`src/chs_host_port_cfg.svh`:
```
// Purpose: Offsets, field positions, values and timing for the host serial port
// Assumes: Included by the host port module only
// Notes:   Times are kept in their own unit; cycle counts are derived in the module
`ifndef CHS_HOST_PORT_CFG_SVH
`define CHS_HOST_PORT_CFG_SVH

// Register addresses seen over the two-wire link
`define CHS_REG_DATA          8'h00
`define CHS_REG_RESET_FREE    8'h01

// Mode parameter byte 0: bus-mode field and its code
`define CHS_MODE_BUS_MSB      1
`define CHS_MODE_BUS_LSB      0
`define CHS_MODE_BUS_VAL      2'h3

// Status bytes and special data values
`define CHS_STAT_READY        8'h00
`define CHS_STAT_BUSY         8'h80
`define CHS_SYNC_BYTE         8'hff
`define CHS_RESET_CMD         8'h00
`define CHS_SYNC_COUNT        4'h9
`define CHS_FREE_MAX          8'hff

// Default two-wire slave address
`define CHS_SLAVE_ADDR_DEF    7'h64

// Clock rate and armed-reset timeout
`define CHS_CLK_HZ            64'd40000000
`define CHS_ARM_TIMEOUT_MS    64'd100
`define CHS_MS_PER_S          64'd1000

`endif

```
`src/chs_host_port_pkg.sv`:
```
// Purpose: Types shared by the host serial port
// Assumes: Constants come from chs_host_port_cfg.svh
// Notes:   Byte carrier is used for both directions toward the core
package chs_host_port_pkg;

  // One byte with its valid flag
  typedef struct packed
  {
    logic       vld;
    logic [7:0] data;
  } chs_byte_s;

  // Two-wire slave states, Gray in the order listed
  typedef enum logic [3:0]
  {
    CHS_IDLE = 4'h0,
    CHS_ADDR = 4'h1,
    CHS_AACK = 4'h3,
    CHS_AHLD = 4'h2,
    CHS_RXB  = 4'h6,
    CHS_TXB  = 4'h7,
    CHS_TREL = 4'h5,
    CHS_TACK = 4'h4,
    CHS_TLD  = 4'hc
  } chs_i2c_e;

endpackage

```
`src/chs_host_port.sv`:
```
// Purpose: Host serial port of a coprocessor: SPI mode 0 slave or two-wire slave
// Assumes: Pins are asynchronous and pass two flip-flops; MODE_PARAM0 and SLAVE_ADDR
//          are static after reset; the serial clock is far slower than CLK
// Notes:   Only the serial front end; execution and the debug monitor stay outside
//
// Notes on behaviour
// - Select pin high at reset selects the two-wire slave instead of SPI.
// - Mode byte 0 bits 1:0 equal to 11 selects SPI bus mode.
// - Bus mode forces SPI at reset; select pin becomes active-low slave select.
// - Bus mode: data output pin floats whenever the device is not selected.
// - SPI mode 0: clock idles low, sample on rise, shift on fall, MSB first.
// - Nine consecutive 0xFF bytes on the data input arm an SPI reset.
// - Armed reset fires when data input goes low; host sends 0x00 if needed.
// - Armed reset fires anyway 100 ms after the last 0xFF byte.
// - Busy is raised as soon as any instruction byte is received.
// - Ready only when instruction buffer and trace buffer are both empty.
// - On SPI the data output is low when Ready and high when Busy.
// - Two-wire slave answers a 7-bit address, default 0x64, then direction bit.
// - Two-wire transfers up to 400 kHz are supported.
// - Write: address, register byte, data bytes; a read follows a selecting write.
// - Writing zero to register 1 resets the device.
// - Register 0 writes feed instructions; reads give pending byte or status.
// - Status byte is 0x00 when Ready and 0x80 when Busy.
// - Register 1 reads return free space in the instruction buffer.
`include "chs_host_port_cfg.svh"

module chs_host_port
  import chs_host_port_pkg::*;
#(
  parameter int unsigned ARM_TIMEOUT_CYC =
    32'((`CHS_ARM_TIMEOUT_MS * `CHS_CLK_HZ) / `CHS_MS_PER_S),
  parameter int unsigned FREE_W          = 9
)
(
  input  wire logic              CLK,
  input  wire logic              RST_N,
  input  wire logic              SEL_PIN,
  input  wire logic              SCLK_PIN,
  input  wire logic              SERIAL_DATA_IN_PIN_I,
  output logic                   SERIAL_DATA_IN_PIN_O,
  output logic                   SERIAL_DATA_IN_PIN_OE,
  input  wire logic              SERIAL_DATA_OUT_PIN_I,
  output logic                   SERIAL_DATA_OUT_PIN_O,
  output logic                   SERIAL_DATA_OUT_PIN_OE,
  input  wire logic [7:0]        MODE_PARAM0,
  input  wire logic [6:0]        SLAVE_ADDR,
  input  wire logic              INSTR_BUF_EMPTY,
  input  wire logic              TRACE_BUF_EMPTY,
  input  wire logic [FREE_W-1:0] FREE_BYTES,
  input  wire chs_byte_s         TX_BYTE,
  output chs_byte_s              RX_BYTE,
  output logic                   TX_TAKE,
  output logic                   CORE_RESET,
  output logic                   I2C_MODE,
  output logic                   BUSY
);

  localparam int TW = $clog2(ARM_TIMEOUT_CYC + 1);

  // Synchroniser chain: select, SPI clock, data in / SDA, data out / SCL
  logic [3:0]     sy1_r;
  logic [3:0]     sy2_r;
  logic [3:0]     sy3_r;
  logic           sel_s;
  logic           sck_s;
  logic           sin_s;
  logic           scl_s;
  logic           sck_rise;
  logic           sck_fall;
  logic           scl_rise;
  logic           scl_fall;
  logic           sda_fall;
  logic           sda_rise;
  logic           bus_mode;
  logic           cap_r;
  logic           i2c_r;
  logic           spi_en;
  logic           spi_sel;
  logic [2:0]     sbit_r;
  logic [7:0]     srx_r;
  logic [7:0]     stx_r;
  logic           txact_r;
  logic           spi_byte;
  logic [7:0]     spi_val;
  logic [3:0]     ffcnt_r;
  logic           armed;
  logic [TW-1:0]  tmr_r;
  logic           spi_fire;
  chs_i2c_e       st_r;
  logic [2:0]     ibit_r;
  logic [7:0]     ish_r;
  logic           first_r;
  logic           rd_r;
  logic           ptr_r;
  logic           sda_oe_r;
  logic [7:0]     rval;
  logic [7:0]     iwval;
  logic           i2c_wr0;
  logic           i2c_rst;
  logic           i2c_take;
  logic           busy_r;
  logic           rxv_r;
  logic           core_rst_r;
  logic           serial_data_out_pin_r;
  logic           serial_data_out_pin_oe_r;
  logic           sdi_o_r;
  logic           take_r;
  chs_byte_s      rx_r;

  // Two flip-flops on every pin, plus a third stage for edge finding
  always_ff @(posedge CLK)
  begin
    sy1_r <= {SEL_PIN, SCLK_PIN, SERIAL_DATA_IN_PIN_I, SERIAL_DATA_OUT_PIN_I};
    sy2_r <= sy1_r;
    sy3_r <= sy2_r;
  end

  // Synchronised levels and edges
  assign sel_s    = sy2_r[3];
  assign sck_s    = sy2_r[2];
  assign sin_s    = sy2_r[1];
  assign scl_s    = sy2_r[0];
  assign sck_rise = sck_s & ~sy3_r[2];
  assign sck_fall = ~sck_s & sy3_r[2];
  assign scl_rise = scl_s & ~sy3_r[0]; // About 100 CLK per bit at 400 kHz
  assign scl_fall = ~scl_s & sy3_r[0];
  assign sda_fall = scl_s & sy3_r[0] & ~sin_s & sy3_r[1];
  assign sda_rise = scl_s & sy3_r[0] & sin_s & ~sy3_r[1];

  // Bus mode decode from the stored mode byte
  assign bus_mode = MODE_PARAM0[`CHS_MODE_BUS_MSB:`CHS_MODE_BUS_LSB]
                    == `CHS_MODE_BUS_VAL;

  // Interface choice caught once on the first edge after reset release
  always_ff @(posedge CLK)
  begin
    if (!RST_N)
    begin
      cap_r <= 1'b0;
      i2c_r <= 1'b0;
    end
    else if (!cap_r)
    begin
      cap_r <= 1'b1;
      i2c_r <= sel_s & ~bus_mode;
    end
  end

  // SPI is live after the choice; in bus mode the select pin gates it
  assign spi_en  = cap_r & ~i2c_r;
  assign spi_sel = spi_en & (~bus_mode | ~sel_s);

  // SPI byte completes on the eighth rising edge
  assign spi_val  = {srx_r[6:0], sin_s};
  assign spi_byte = spi_sel & sck_rise & (sbit_r == 3'h7);

  // SPI shifter: sample on rise, next bit out on fall, MSB first
  always_ff @(posedge CLK)
  begin
    if (!RST_N || !spi_sel || core_rst_r)
    begin
      sbit_r  <= 3'h0;
      srx_r   <= 8'h00;
      stx_r   <= 8'h00;
      txact_r <= 1'b0;
    end
    else if (sck_rise)
    begin
      srx_r  <= spi_val;
      sbit_r <= sbit_r + 3'h1;
      if (sbit_r == 3'h7)
      begin
        txact_r <= 1'b0;
      end
    end
    else if (sck_fall)
    begin
      stx_r <= {stx_r[6:0], 1'b0};
    end
    else if (sbit_r == 3'h0 && !txact_r && TX_BYTE.vld && !sck_s)
    begin
      stx_r   <= TX_BYTE.data;          // Pending output goes out next byte
      txact_r <= 1'b1;
    end
  end

  // Count consecutive 0xFF bytes; a read-out byte is not counted
  always_ff @(posedge CLK)
  begin
    if (!RST_N || spi_fire || !spi_en)
    begin
      ffcnt_r <= 4'h0;
    end
    else if (spi_byte && !txact_r)
    begin
      if (spi_val != `CHS_SYNC_BYTE)
      begin
        ffcnt_r <= 4'h0;
      end
      else if (ffcnt_r != `CHS_SYNC_COUNT)
      begin
        ffcnt_r <= ffcnt_r + 4'h1;
      end
    end
  end

  assign armed = (ffcnt_r == `CHS_SYNC_COUNT);

  // Armed timeout counter, restarted by every further 0xFF byte
  always_ff @(posedge CLK)
  begin
    if (!RST_N || !armed || spi_byte)
    begin
      tmr_r <= '0;
    end
    else if (tmr_r != TW'(ARM_TIMEOUT_CYC - 1))
    begin
      tmr_r <= tmr_r + TW'(1);
    end
  end

  // Reset fires on a low data input or on timeout
  assign spi_fire = armed & (~sin_s | (tmr_r == TW'(ARM_TIMEOUT_CYC - 1)));

  // Two-wire read value: pending byte, status, or free space
  always_comb
  begin
    rval     = busy_r ? `CHS_STAT_BUSY : `CHS_STAT_READY;
    i2c_take = 1'b0;
    if (ptr_r)
    begin
      rval = (FREE_BYTES > FREE_W'(`CHS_FREE_MAX)) ? `CHS_FREE_MAX
                                                 : FREE_BYTES[7:0];
    end
    else if (TX_BYTE.vld)
    begin
      rval     = TX_BYTE.data;
      i2c_take = 1'b1;
    end
  end

  // Byte just received from the two-wire master and its effects
  assign iwval   = {ish_r[6:0], sin_s};
  assign i2c_wr0 = (st_r == CHS_RXB) & scl_rise & (ibit_r == 3'h7) & ~first_r & ~ptr_r;
  assign i2c_rst = (st_r == CHS_RXB) & scl_rise & (ibit_r == 3'h7) & ~first_r & ptr_r
                   & (iwval == `CHS_RESET_CMD);

  // Two-wire slave: start, address, register pointer, data in and out
  always_ff @(posedge CLK)
  begin
    if (!RST_N || !cap_r || !i2c_r || core_rst_r)
    begin
      st_r     <= CHS_IDLE;
      ibit_r   <= 3'h0;
      ish_r    <= 8'h00;
      first_r  <= 1'b0;
      rd_r     <= 1'b0;
      ptr_r    <= 1'b0;
      sda_oe_r <= 1'b0;
    end
    else if (sda_fall)
    begin
      st_r     <= CHS_ADDR;
      ibit_r   <= 3'h0;
      first_r  <= 1'b1;
      sda_oe_r <= 1'b0;
    end
    else if (sda_rise)
    begin
      st_r     <= CHS_IDLE;
      sda_oe_r <= 1'b0;
    end
    else
    begin
      unique case (st_r)
        CHS_IDLE: ;
        CHS_ADDR:
          if (scl_rise)
          begin
            ish_r  <= iwval;
            ibit_r <= ibit_r + 3'h1;
            if (ibit_r == 3'h7)
            begin
              rd_r <= sin_s;
              st_r <= (ish_r[6:0] == SLAVE_ADDR) ? CHS_AACK : CHS_IDLE;
            end
          end
        CHS_AACK:
          if (scl_fall)
          begin
            sda_oe_r <= 1'b1;           // Acknowledge low
            st_r     <= CHS_AHLD;
          end
        CHS_AHLD:
          if (scl_fall)
          begin
            ibit_r <= 3'h0;
            if (rd_r)
            begin
              ish_r    <= rval;
              sda_oe_r <= ~rval[7];
              st_r     <= CHS_TXB;
            end
            else
            begin
              sda_oe_r <= 1'b0;
              st_r     <= CHS_RXB;
            end
          end
        CHS_RXB:
          if (scl_rise)
          begin
            ish_r  <= iwval;
            ibit_r <= ibit_r + 3'h1;
            if (ibit_r == 3'h7)
            begin
              st_r <= CHS_AACK;
              if (first_r)
              begin
                first_r <= 1'b0;
                ptr_r   <= (iwval == `CHS_REG_RESET_FREE);
              end
            end
          end
        CHS_TXB:
          if (scl_rise)
          begin
            ibit_r <= ibit_r + 3'h1;
            if (ibit_r == 3'h7)
            begin
              st_r <= CHS_TREL;
            end
          end
          else if (scl_fall)
          begin
            ish_r    <= {ish_r[6:0], 1'b0};
            sda_oe_r <= ~ish_r[6];      // Open drain: enable drives low
          end
        CHS_TREL:
          if (scl_fall)
          begin
            sda_oe_r <= 1'b0;
            st_r     <= CHS_TACK;
          end
        CHS_TACK:
          if (scl_rise)
          begin
            st_r <= sin_s ? CHS_IDLE : CHS_TLD;
          end
        CHS_TLD:
          if (scl_fall)
          begin
            ibit_r   <= 3'h0;
            ish_r    <= rval;
            sda_oe_r <= ~rval[7];
            st_r     <= CHS_TXB;
          end
        default:
          st_r <= CHS_IDLE;
      endcase
    end
  end

  // Busy set by every received instruction byte; set wins over the clear
  always_ff @(posedge CLK)
  begin
    if (!RST_N)
    begin
      busy_r <= 1'b0;
      rxv_r  <= 1'b0;
    end
    else
    begin
      rxv_r <= rx_r.vld;
      if (rx_r.vld)
      begin
        busy_r <= 1'b1;
      end
      else if (INSTR_BUF_EMPTY && TRACE_BUF_EMPTY && !rxv_r)
      begin
        busy_r <= 1'b0;
      end
    end
  end

  // Bytes toward the core, output handshakes and the core reset pulse
  always_ff @(posedge CLK)
  begin
    if (!RST_N)
    begin
      rx_r       <= '0;
      take_r     <= 1'b0;
      core_rst_r <= 1'b0;
    end
    else
    begin
      rx_r.vld   <= (spi_byte & ~txact_r & ~armed & (spi_val != `CHS_SYNC_BYTE))
                    | i2c_wr0;
      rx_r.data  <= i2c_r ? iwval : spi_val;
      take_r     <= (spi_byte & txact_r)
                    | (i2c_take & scl_fall & ((st_r == CHS_AHLD & rd_r) | st_r == CHS_TLD));
      core_rst_r <= spi_fire | i2c_rst;
    end
  end

  // SPI data output: read-out bit, else Busy high / Ready low
  // The next bit is taken at the detected fall, so it stands well before the rise
  always_ff @(posedge CLK)
  begin
    if (!RST_N)
    begin
      serial_data_out_pin_r    <= 1'b0;
      serial_data_out_pin_oe_r <= 1'b0;
      sdi_o_r   <= 1'b0;
    end
    else
    begin
      serial_data_out_pin_r    <= !txact_r ? busy_r
                   : (sck_fall ? stx_r[6] : stx_r[7]);
      serial_data_out_pin_oe_r <= spi_sel;
      sdi_o_r   <= 1'b0;
    end
  end

  assign SERIAL_DATA_OUT_PIN_O  = serial_data_out_pin_r;
  assign SERIAL_DATA_OUT_PIN_OE = serial_data_out_pin_oe_r;
  assign SERIAL_DATA_IN_PIN_O   = sdi_o_r;
  assign SERIAL_DATA_IN_PIN_OE  = sda_oe_r;
  assign RX_BYTE                = rx_r;
  assign TX_TAKE                = take_r;
  assign CORE_RESET             = core_rst_r;
  assign I2C_MODE               = i2c_r;
  assign BUSY                   = busy_r;

endmodule

```
`config.mk`:
```
export PLATFORM = sky130hd
export DESIGN_NAME = chs_host_port
export DESIGN_NICKNAME = d
export VERILOG_FILES = /design/src/chs_host_port_pkg.sv /design/src/chs_host_port.sv
export VERILOG_INCLUDE_DIRS = /design/src
export SDC_FILE = /design/constraint.sdc
export NUM_CORES = 1
export LEC_CHECK = 0
export BUFFER_PORTS_ARGS = -buffer_cell sky130_fd_sc_hd__clkbuf_2
export CAP_MARGIN = 10
export CORE_AREA = 2 2 105 81
export DETAILED_ROUTE_END_ITERATION = 6
export DIE_AREA = 0 0 107 83
export GPL_ROUTABILITY_DRIVEN = 0
export HOLD_SLACK_MARGIN = 0.06
export MAX_ROUTING_LAYER = met4
export PLACE_DENSITY_LB_ADDON = 0.15
export SLEW_MARGIN = 0
export SYNTH_ARGS = -nofsm -noshare
export SYNTH_HDL_FRONTEND = slang
export SYNTH_SLANG_ARGS = --single-unit
```
`constraint.sdc`:
```
create_clock -name CLK -period 2.19 [get_ports CLK]
set_clock_uncertainty 0.1 [all_clocks]
set_input_delay 0.219 -clock CLK [delete_from_list [all_inputs] [get_ports CLK]]
set_output_delay 0.219 -clock CLK [all_outputs]
set_load 0.1 [all_outputs]
```
## Word level (Yosys, flattened, before mapping)

Cells that the tools add are included.
Widths: inputs -> output; s select.

- Logic and storage cells: 248
- Input bits: 41
- Register bits: 91

- Add/sub/neg operators: 4
- Reductions and logical operators: 53
- $lt $le $gt $ge: 1
- Equality and inequality tests: 50
- Bitwise gates (word level): 53
- Mux-type cells: 60

Operator list:

| kind | number |
|---|---|
| $mux 4 | 14 |
| $mux 8 | 7 |
| $ne 4x4->1 const B | 12 |
| $mux 7 | 6 |
| $pmux 4 s9 | 1 |
| $ne 2x2->1 const B | 16 |
| $and 1x1->1 | 28 |
| $pmux 7 s4 | 1 |
| $mux 1 | 26 |
| $reduce_and 12->1 | 2 |
| $add 22x1->22 const B | 1 |
| $eq 22x22->1 const B | 1 |
| $ne 22x22->1 const B | 1 |
| $not 1->1 | 19 |
| $eq 4x3->1 const B | 4 |
| $reduce_bool 2->1 | 8 |
| $gt 9x8->1 const B | 1 |
| $logic_not 1->1 | 9 |
| $logic_or 1x1->1 | 9 |
| $reduce_and 9->1 | 1 |
| $eq 4x2->1 const B | 2 |
| $eq 4x4->1 const B | 2 |
| $eq 8x1->1 const B | 1 |
| $logic_not 8->1 | 1 |
| other kinds (27) | 48 |

## Longest topological paths before layout

- Depth in word-level cells: 10
- Mapped depth: 7

## Least setup slack after synthesis

No wires, ideal clock.

- Kind: flip-flop to flip-flop
- Start: register i2c_r, in the netlist I2C_MODE
- End: register tmr_r[6]
- Buffers on the path: 2
- Clock period less this slack: 2.445 ns
- Cell stages (with the launch flop): 7
- Setup time: 0.086 ns
- Arrival: 2.259 ns
- Required time: 2.004 ns
- Path slack: -0.255 ns
- Path through: dfxtp_1 buf_2 nand2b_1 nor2_1 a211o_1 buf_2 a211oi_1

- Word-level cells in the longest chain between the ends: 6

RTL lines:

| what | line | source |
|---|---|---|
| from (decl) | chs_host_port.sv:76 | `logic i2c_r;` |
| from (signal assigned) | chs_host_port.sv:145 | `i2c_r <= sel_s & ~bus_mode;` |
| $not 1->1 | chs_host_port.sv:150 | `assign spi_en = cap_r & ~i2c_r;` |
| $and 1x1->1 | chs_host_port.sv:150 |  |
| $and 1x1->1 | chs_host_port.sv:151 | `assign spi_sel = spi_en & (~bus_mode \| ~sel_s);` |
| $and 1x1->1 (2 in series) | chs_host_port.sv:155 | `assign spi_byte = spi_sel & sck_rise & (sbit_r == 3'h7);` |
| $logic_or 1x1->1 | chs_host_port.sv:212 | `if (!RST_N \|\| !armed \|\| spi_byte)` |
| to (signal assigned) | chs_host_port.sv:218 | `tmr_r <= tmr_r + TW'(1);` |
| to (decl) | chs_host_port.sv:87 | `logic [TW-1:0] tmr_r;` |

Every way passes these cells.
A chain may end at the register's enable or synchronous reset.

## Worst setup path in the final report

- Start: register st_r[3]
- End: register st_r[0]

- Word-level cells in the longest chain between the ends: 4

RTL lines:

| what | line | source |
|---|---|---|
| from (decl) | chs_host_port.sv:89 | `chs_i2c_e st_r;` |
| from (signal assigned) | chs_host_port.sv:285 | `st_r <= (ish_r[6:0] == SLAVE_ADDR) ? CHS_AACK : CHS_IDLE;` |
| from (signal assigned) | chs_host_port.sv:348 | `st_r <= sin_s ? CHS_IDLE : CHS_TLD;` |
| $eq 4x4->1, or another cell as far along | chs_host_port.sv:275 | `unique case (st_r)` |
| $pmux 4 s9 | chs_host_port.sv:275 |  |
| $mux 1 | chs_host_port.sv:268 | `else if (sda_rise)` |
| $mux 1 | chs_host_port.sv:261 | `else if (sda_fall)` |

Several ways; a longest one is shown, not always the timed one.

==> impl_metrics.json <==
{
  "p_total_mw": 2.99,
  "clkPwrFrac_pct": 36.4,
  "synth_top_area_share_pct": 41.0,
  "max-slew-margin-rel_pct": 55.1,
  "drc": 0,
  "routed_wl_mm": 10.9,
  "finalNonFillerCells": 684,
  "cpPeakStageDelay_ns": 0.70,
  "finalMaxSlewViolations": 0,
  "cts.clk_slew.worst_paths_ns": 0.10,
  "grt_pass1_vias": 3705,
  "rsz0062_at_grt": "false",
  "setup-tns-final_ns": 0,
  "hp-class": "in2reg",
  "ys.flop_type": "dfxtp_1",
  "start_util_pct": 56.9,
  "synth_cell_types": 66,
  "dpl.hpwl_mm": 8.00,
  "worst_pin_slew_ns": 0.671,
  "cp_max_fo": 16,
  "layout_setup_ws_ns": 0.164,
  "arrival_ns": 2.22,
  "comb_power_share_pct": 6.8,
  "cts.path.max_buffers": 2,
  "fmax_mhz": 494,
  "syn_avg_cell_area_um2": 8.48,
  "p_per_area_nw_per_um2": 593,
  "leakagePower_nw": 1.80,
  "cts_buffers": 9,
  "drive_gt1_share_pct": 16.1,
  "vias": 4011,
  "antenna_cells": 0,
  "coreArea_um2": 7810,
  "yosysTopAreaCell": "dfxtp_1",
  "pin_count": 58,
  "start_kind": "flop",
  "clock_latency_ns": 0.36,
  "status": "completed",
  "fin_nets": 623,
  "dr.pass1.iters": 5,
  "ys.warnings.count": 0,
  "critPathTopFamily": "flip-flops",
  "seq_area_frac_synth_pct": 41.0,
  "syn_inst": 524,
  "synth-edff-count": 0,
  "numClockSinks": 91,
  "io_buffer_count": 50,
  "grt_usage_pct": 25.7,
  "p_int_mw": 2.22,
  "syn-cell-area_um2": 4440,
  "p_sw_mw": 0.769,
  "fin_area_um2": 5040,
  "post-route-util_pct": 64.5,
  "die_y_um": 83,
  "place_inst": 662,
  "synthTopCellsByArea": "dfxtp_1, nor2_1, a21oi_1",
  "cts_tree": "done",
  "pre_cts_slack_ns": 0.114,
  "synthArstFlopShare_pct": 0,
  "p_seq_share_pct": 56.8,
  "row_count": 28,
  "cp_slowest_cell": "dfxtp_1",
  "worstPathCellList": "nor2_1 > o21bai_1 > nand4_1 > a21oi_1 > mux2i_1",
  "period_share_pct": 92.5,
  "cts_setup_buffers": 0,
  "critPathRequiredTime_ns": 2.39,
  "ant_nets": 0,
  "placed_cell_area_um2": 4790,
  "die_area_um2": 8880,
  "grt_overflow": 0,
  "setup_viol": 0,
  "htree_levels": 3,
  "viasPerCell": 5.86,
  "hold-worst-slack_ns": 0.0685,
  "ir_worst_vdd_uv": 377,
  "final_hold_viol_count": 0,
  "netSwitchingFraction_pct": 25.7,
  "grt_max_degree": 20,
  "path_class": "reg2reg",
  "cts-root-buf": "clkbuf_8",
  "path_buf_inv": 0,
  "wire_per_inst_um": 16.0,
  "grt_first_pass_wirelength_mm": 18.0,
  "area_growth_syn_to_layout_pct": 13.4,
  "die_w_um": 107,
  "antenna_found_initial": 0,
  "syn-num-nets": 573,
  "cap_violations": 0,
  "ys_ff_latch": 91,
  "drt-initial-drc-count": 285,
  "finalCriticalPeriod_ns": 2.03,
  "worst_setup_path_end_kind": "flop"
}
## what timing repair did
action / 4_1_cts / 5_1_grt
hold endpoints to repair: 8 / 0
hold buffers: 6 / 0
gates resized for setup: 0 / 2
endpoints found under the setup margin: 0 / 11
## sequential cells by signal (all words and copies together) (netlist names), 3 cells and up
signal	cells
RX_BYTE	9
ffcnt_r	4
ibit_r	3
ish_r	7
sbit_r	3
srx_r	7
st_r	4
stx_r	8
sy1_r	4
sy2_r	4
sy3_r	3
tmr_r	22
## power groups by stage
| stage | registers (mW) | logic [mW] | clock network (mW) |
|---|---|---|---|
| floorplan | 1.75 | 0.110 | 0 |
| global route | 1.70 | 0.220 | 1.18 |
| CTS | 1.70 | 0.203 | 1.11 |
| detailed placement | 1.73 | 0.194 | 0 |
| finish | 1.70 | 0.204 | 1.09 |
| global placement | 1.73 | 0.190 | 0 |
## synth_stat cells, drive strengths merged (7+ instances only)
master  number
a211oi      12
a21oi       43
and2         7
and3         7
buf         14
clkbuf      15
dfxtp       91
ha           8
inv         11
mux2i       20
nand2       44
nand2b      13
nand3       20
nand3b       8
nand4       12
nor2        62
nor2b        7
nor3        19
o21ai       14
o221ai       7
xnor2       18
xor2         8
## cells by family after synthesis
family                     share of synthesized area, %
and+or+nand+nor                                    27.8
AOI/OAI and AO/OA                                  15.2
buffers and inverters                              3.77
DFF                                                41.0
muxes                                              4.76
adders and majority gates                          2.25
xor gates and xnor gates                           5.13
other                                            0.0844
## worst paths after layout
path / from / end / slack [ns] / cells past startpoint
setup reg to reg: st_r[3] / st_r[0] / 0.16 / 5
hold / removal: TRACE_BUF_EMPTY / BUSY / 0.07 / 4
hold reg to reg: sy1_r[3] / sy2_r[3] / 0.23 / 0
setup / recovery: st_r[3] / st_r[0] / 0.16 / 5
## per-layer routing
metal	vias up	share of wire (%)	wire [um]	GRT usage, %
met5	-	0	0	-
met4	0	1.6	175	6.97
met3	20	7.1	773	4.87
met2	166	44	4830	38.4
met1	1859	47	5140	35.6
li1	1966	-	-	-
## worst min-delay path, cell delays in order
cell	delay, ns
clkbuf_2	0.08
nand3b_1	0.07
a21oi_1	0.06
nor2_1	0.07
## area by class of cell
class	count	area [um^2]
Timing Repair Buffer	68	400
Clock buffer	11	141
Inverter	11	41.3
Tap cell	105	131
Multi-Input combinational cell	393	2450
Clock inverter	5	45.0
Sequential cell	91	1830
Fill cell	673	2770
## cell usage in the layout (no fill, tap or decap), types with 3 or more instances in the layout
cell / count
and3_1: 7
clkbuf_8: 10
o221ai_1: 7
o21a_1: 5
nand2_1: 44
mux2i_1: 20
dfxtp_1: 88
xor2_1: 8
nor3_1: 17
o21ai_0: 12
xnor2_1: 18
nor2_1: 62
nor3b_1: 4
nand2b_1: 13
inv_1: 10
a311oi_1: 3
buf_4: 12
nor4_1: 3
a21oi_1: 42
ha_1: 8
nand4_1: 12
a31oi_1: 4
dlygate4sd3_1: 6
clkbuf_2: 50
dfxtp_2: 3
nor2b_1: 7
a211oi_1: 12
nand3_1: 18
nand3b_1: 8
and2_1: 7
or3_1: 5
nand4b_1: 3
Note: power is estimated with default switching activity, not from simulation.
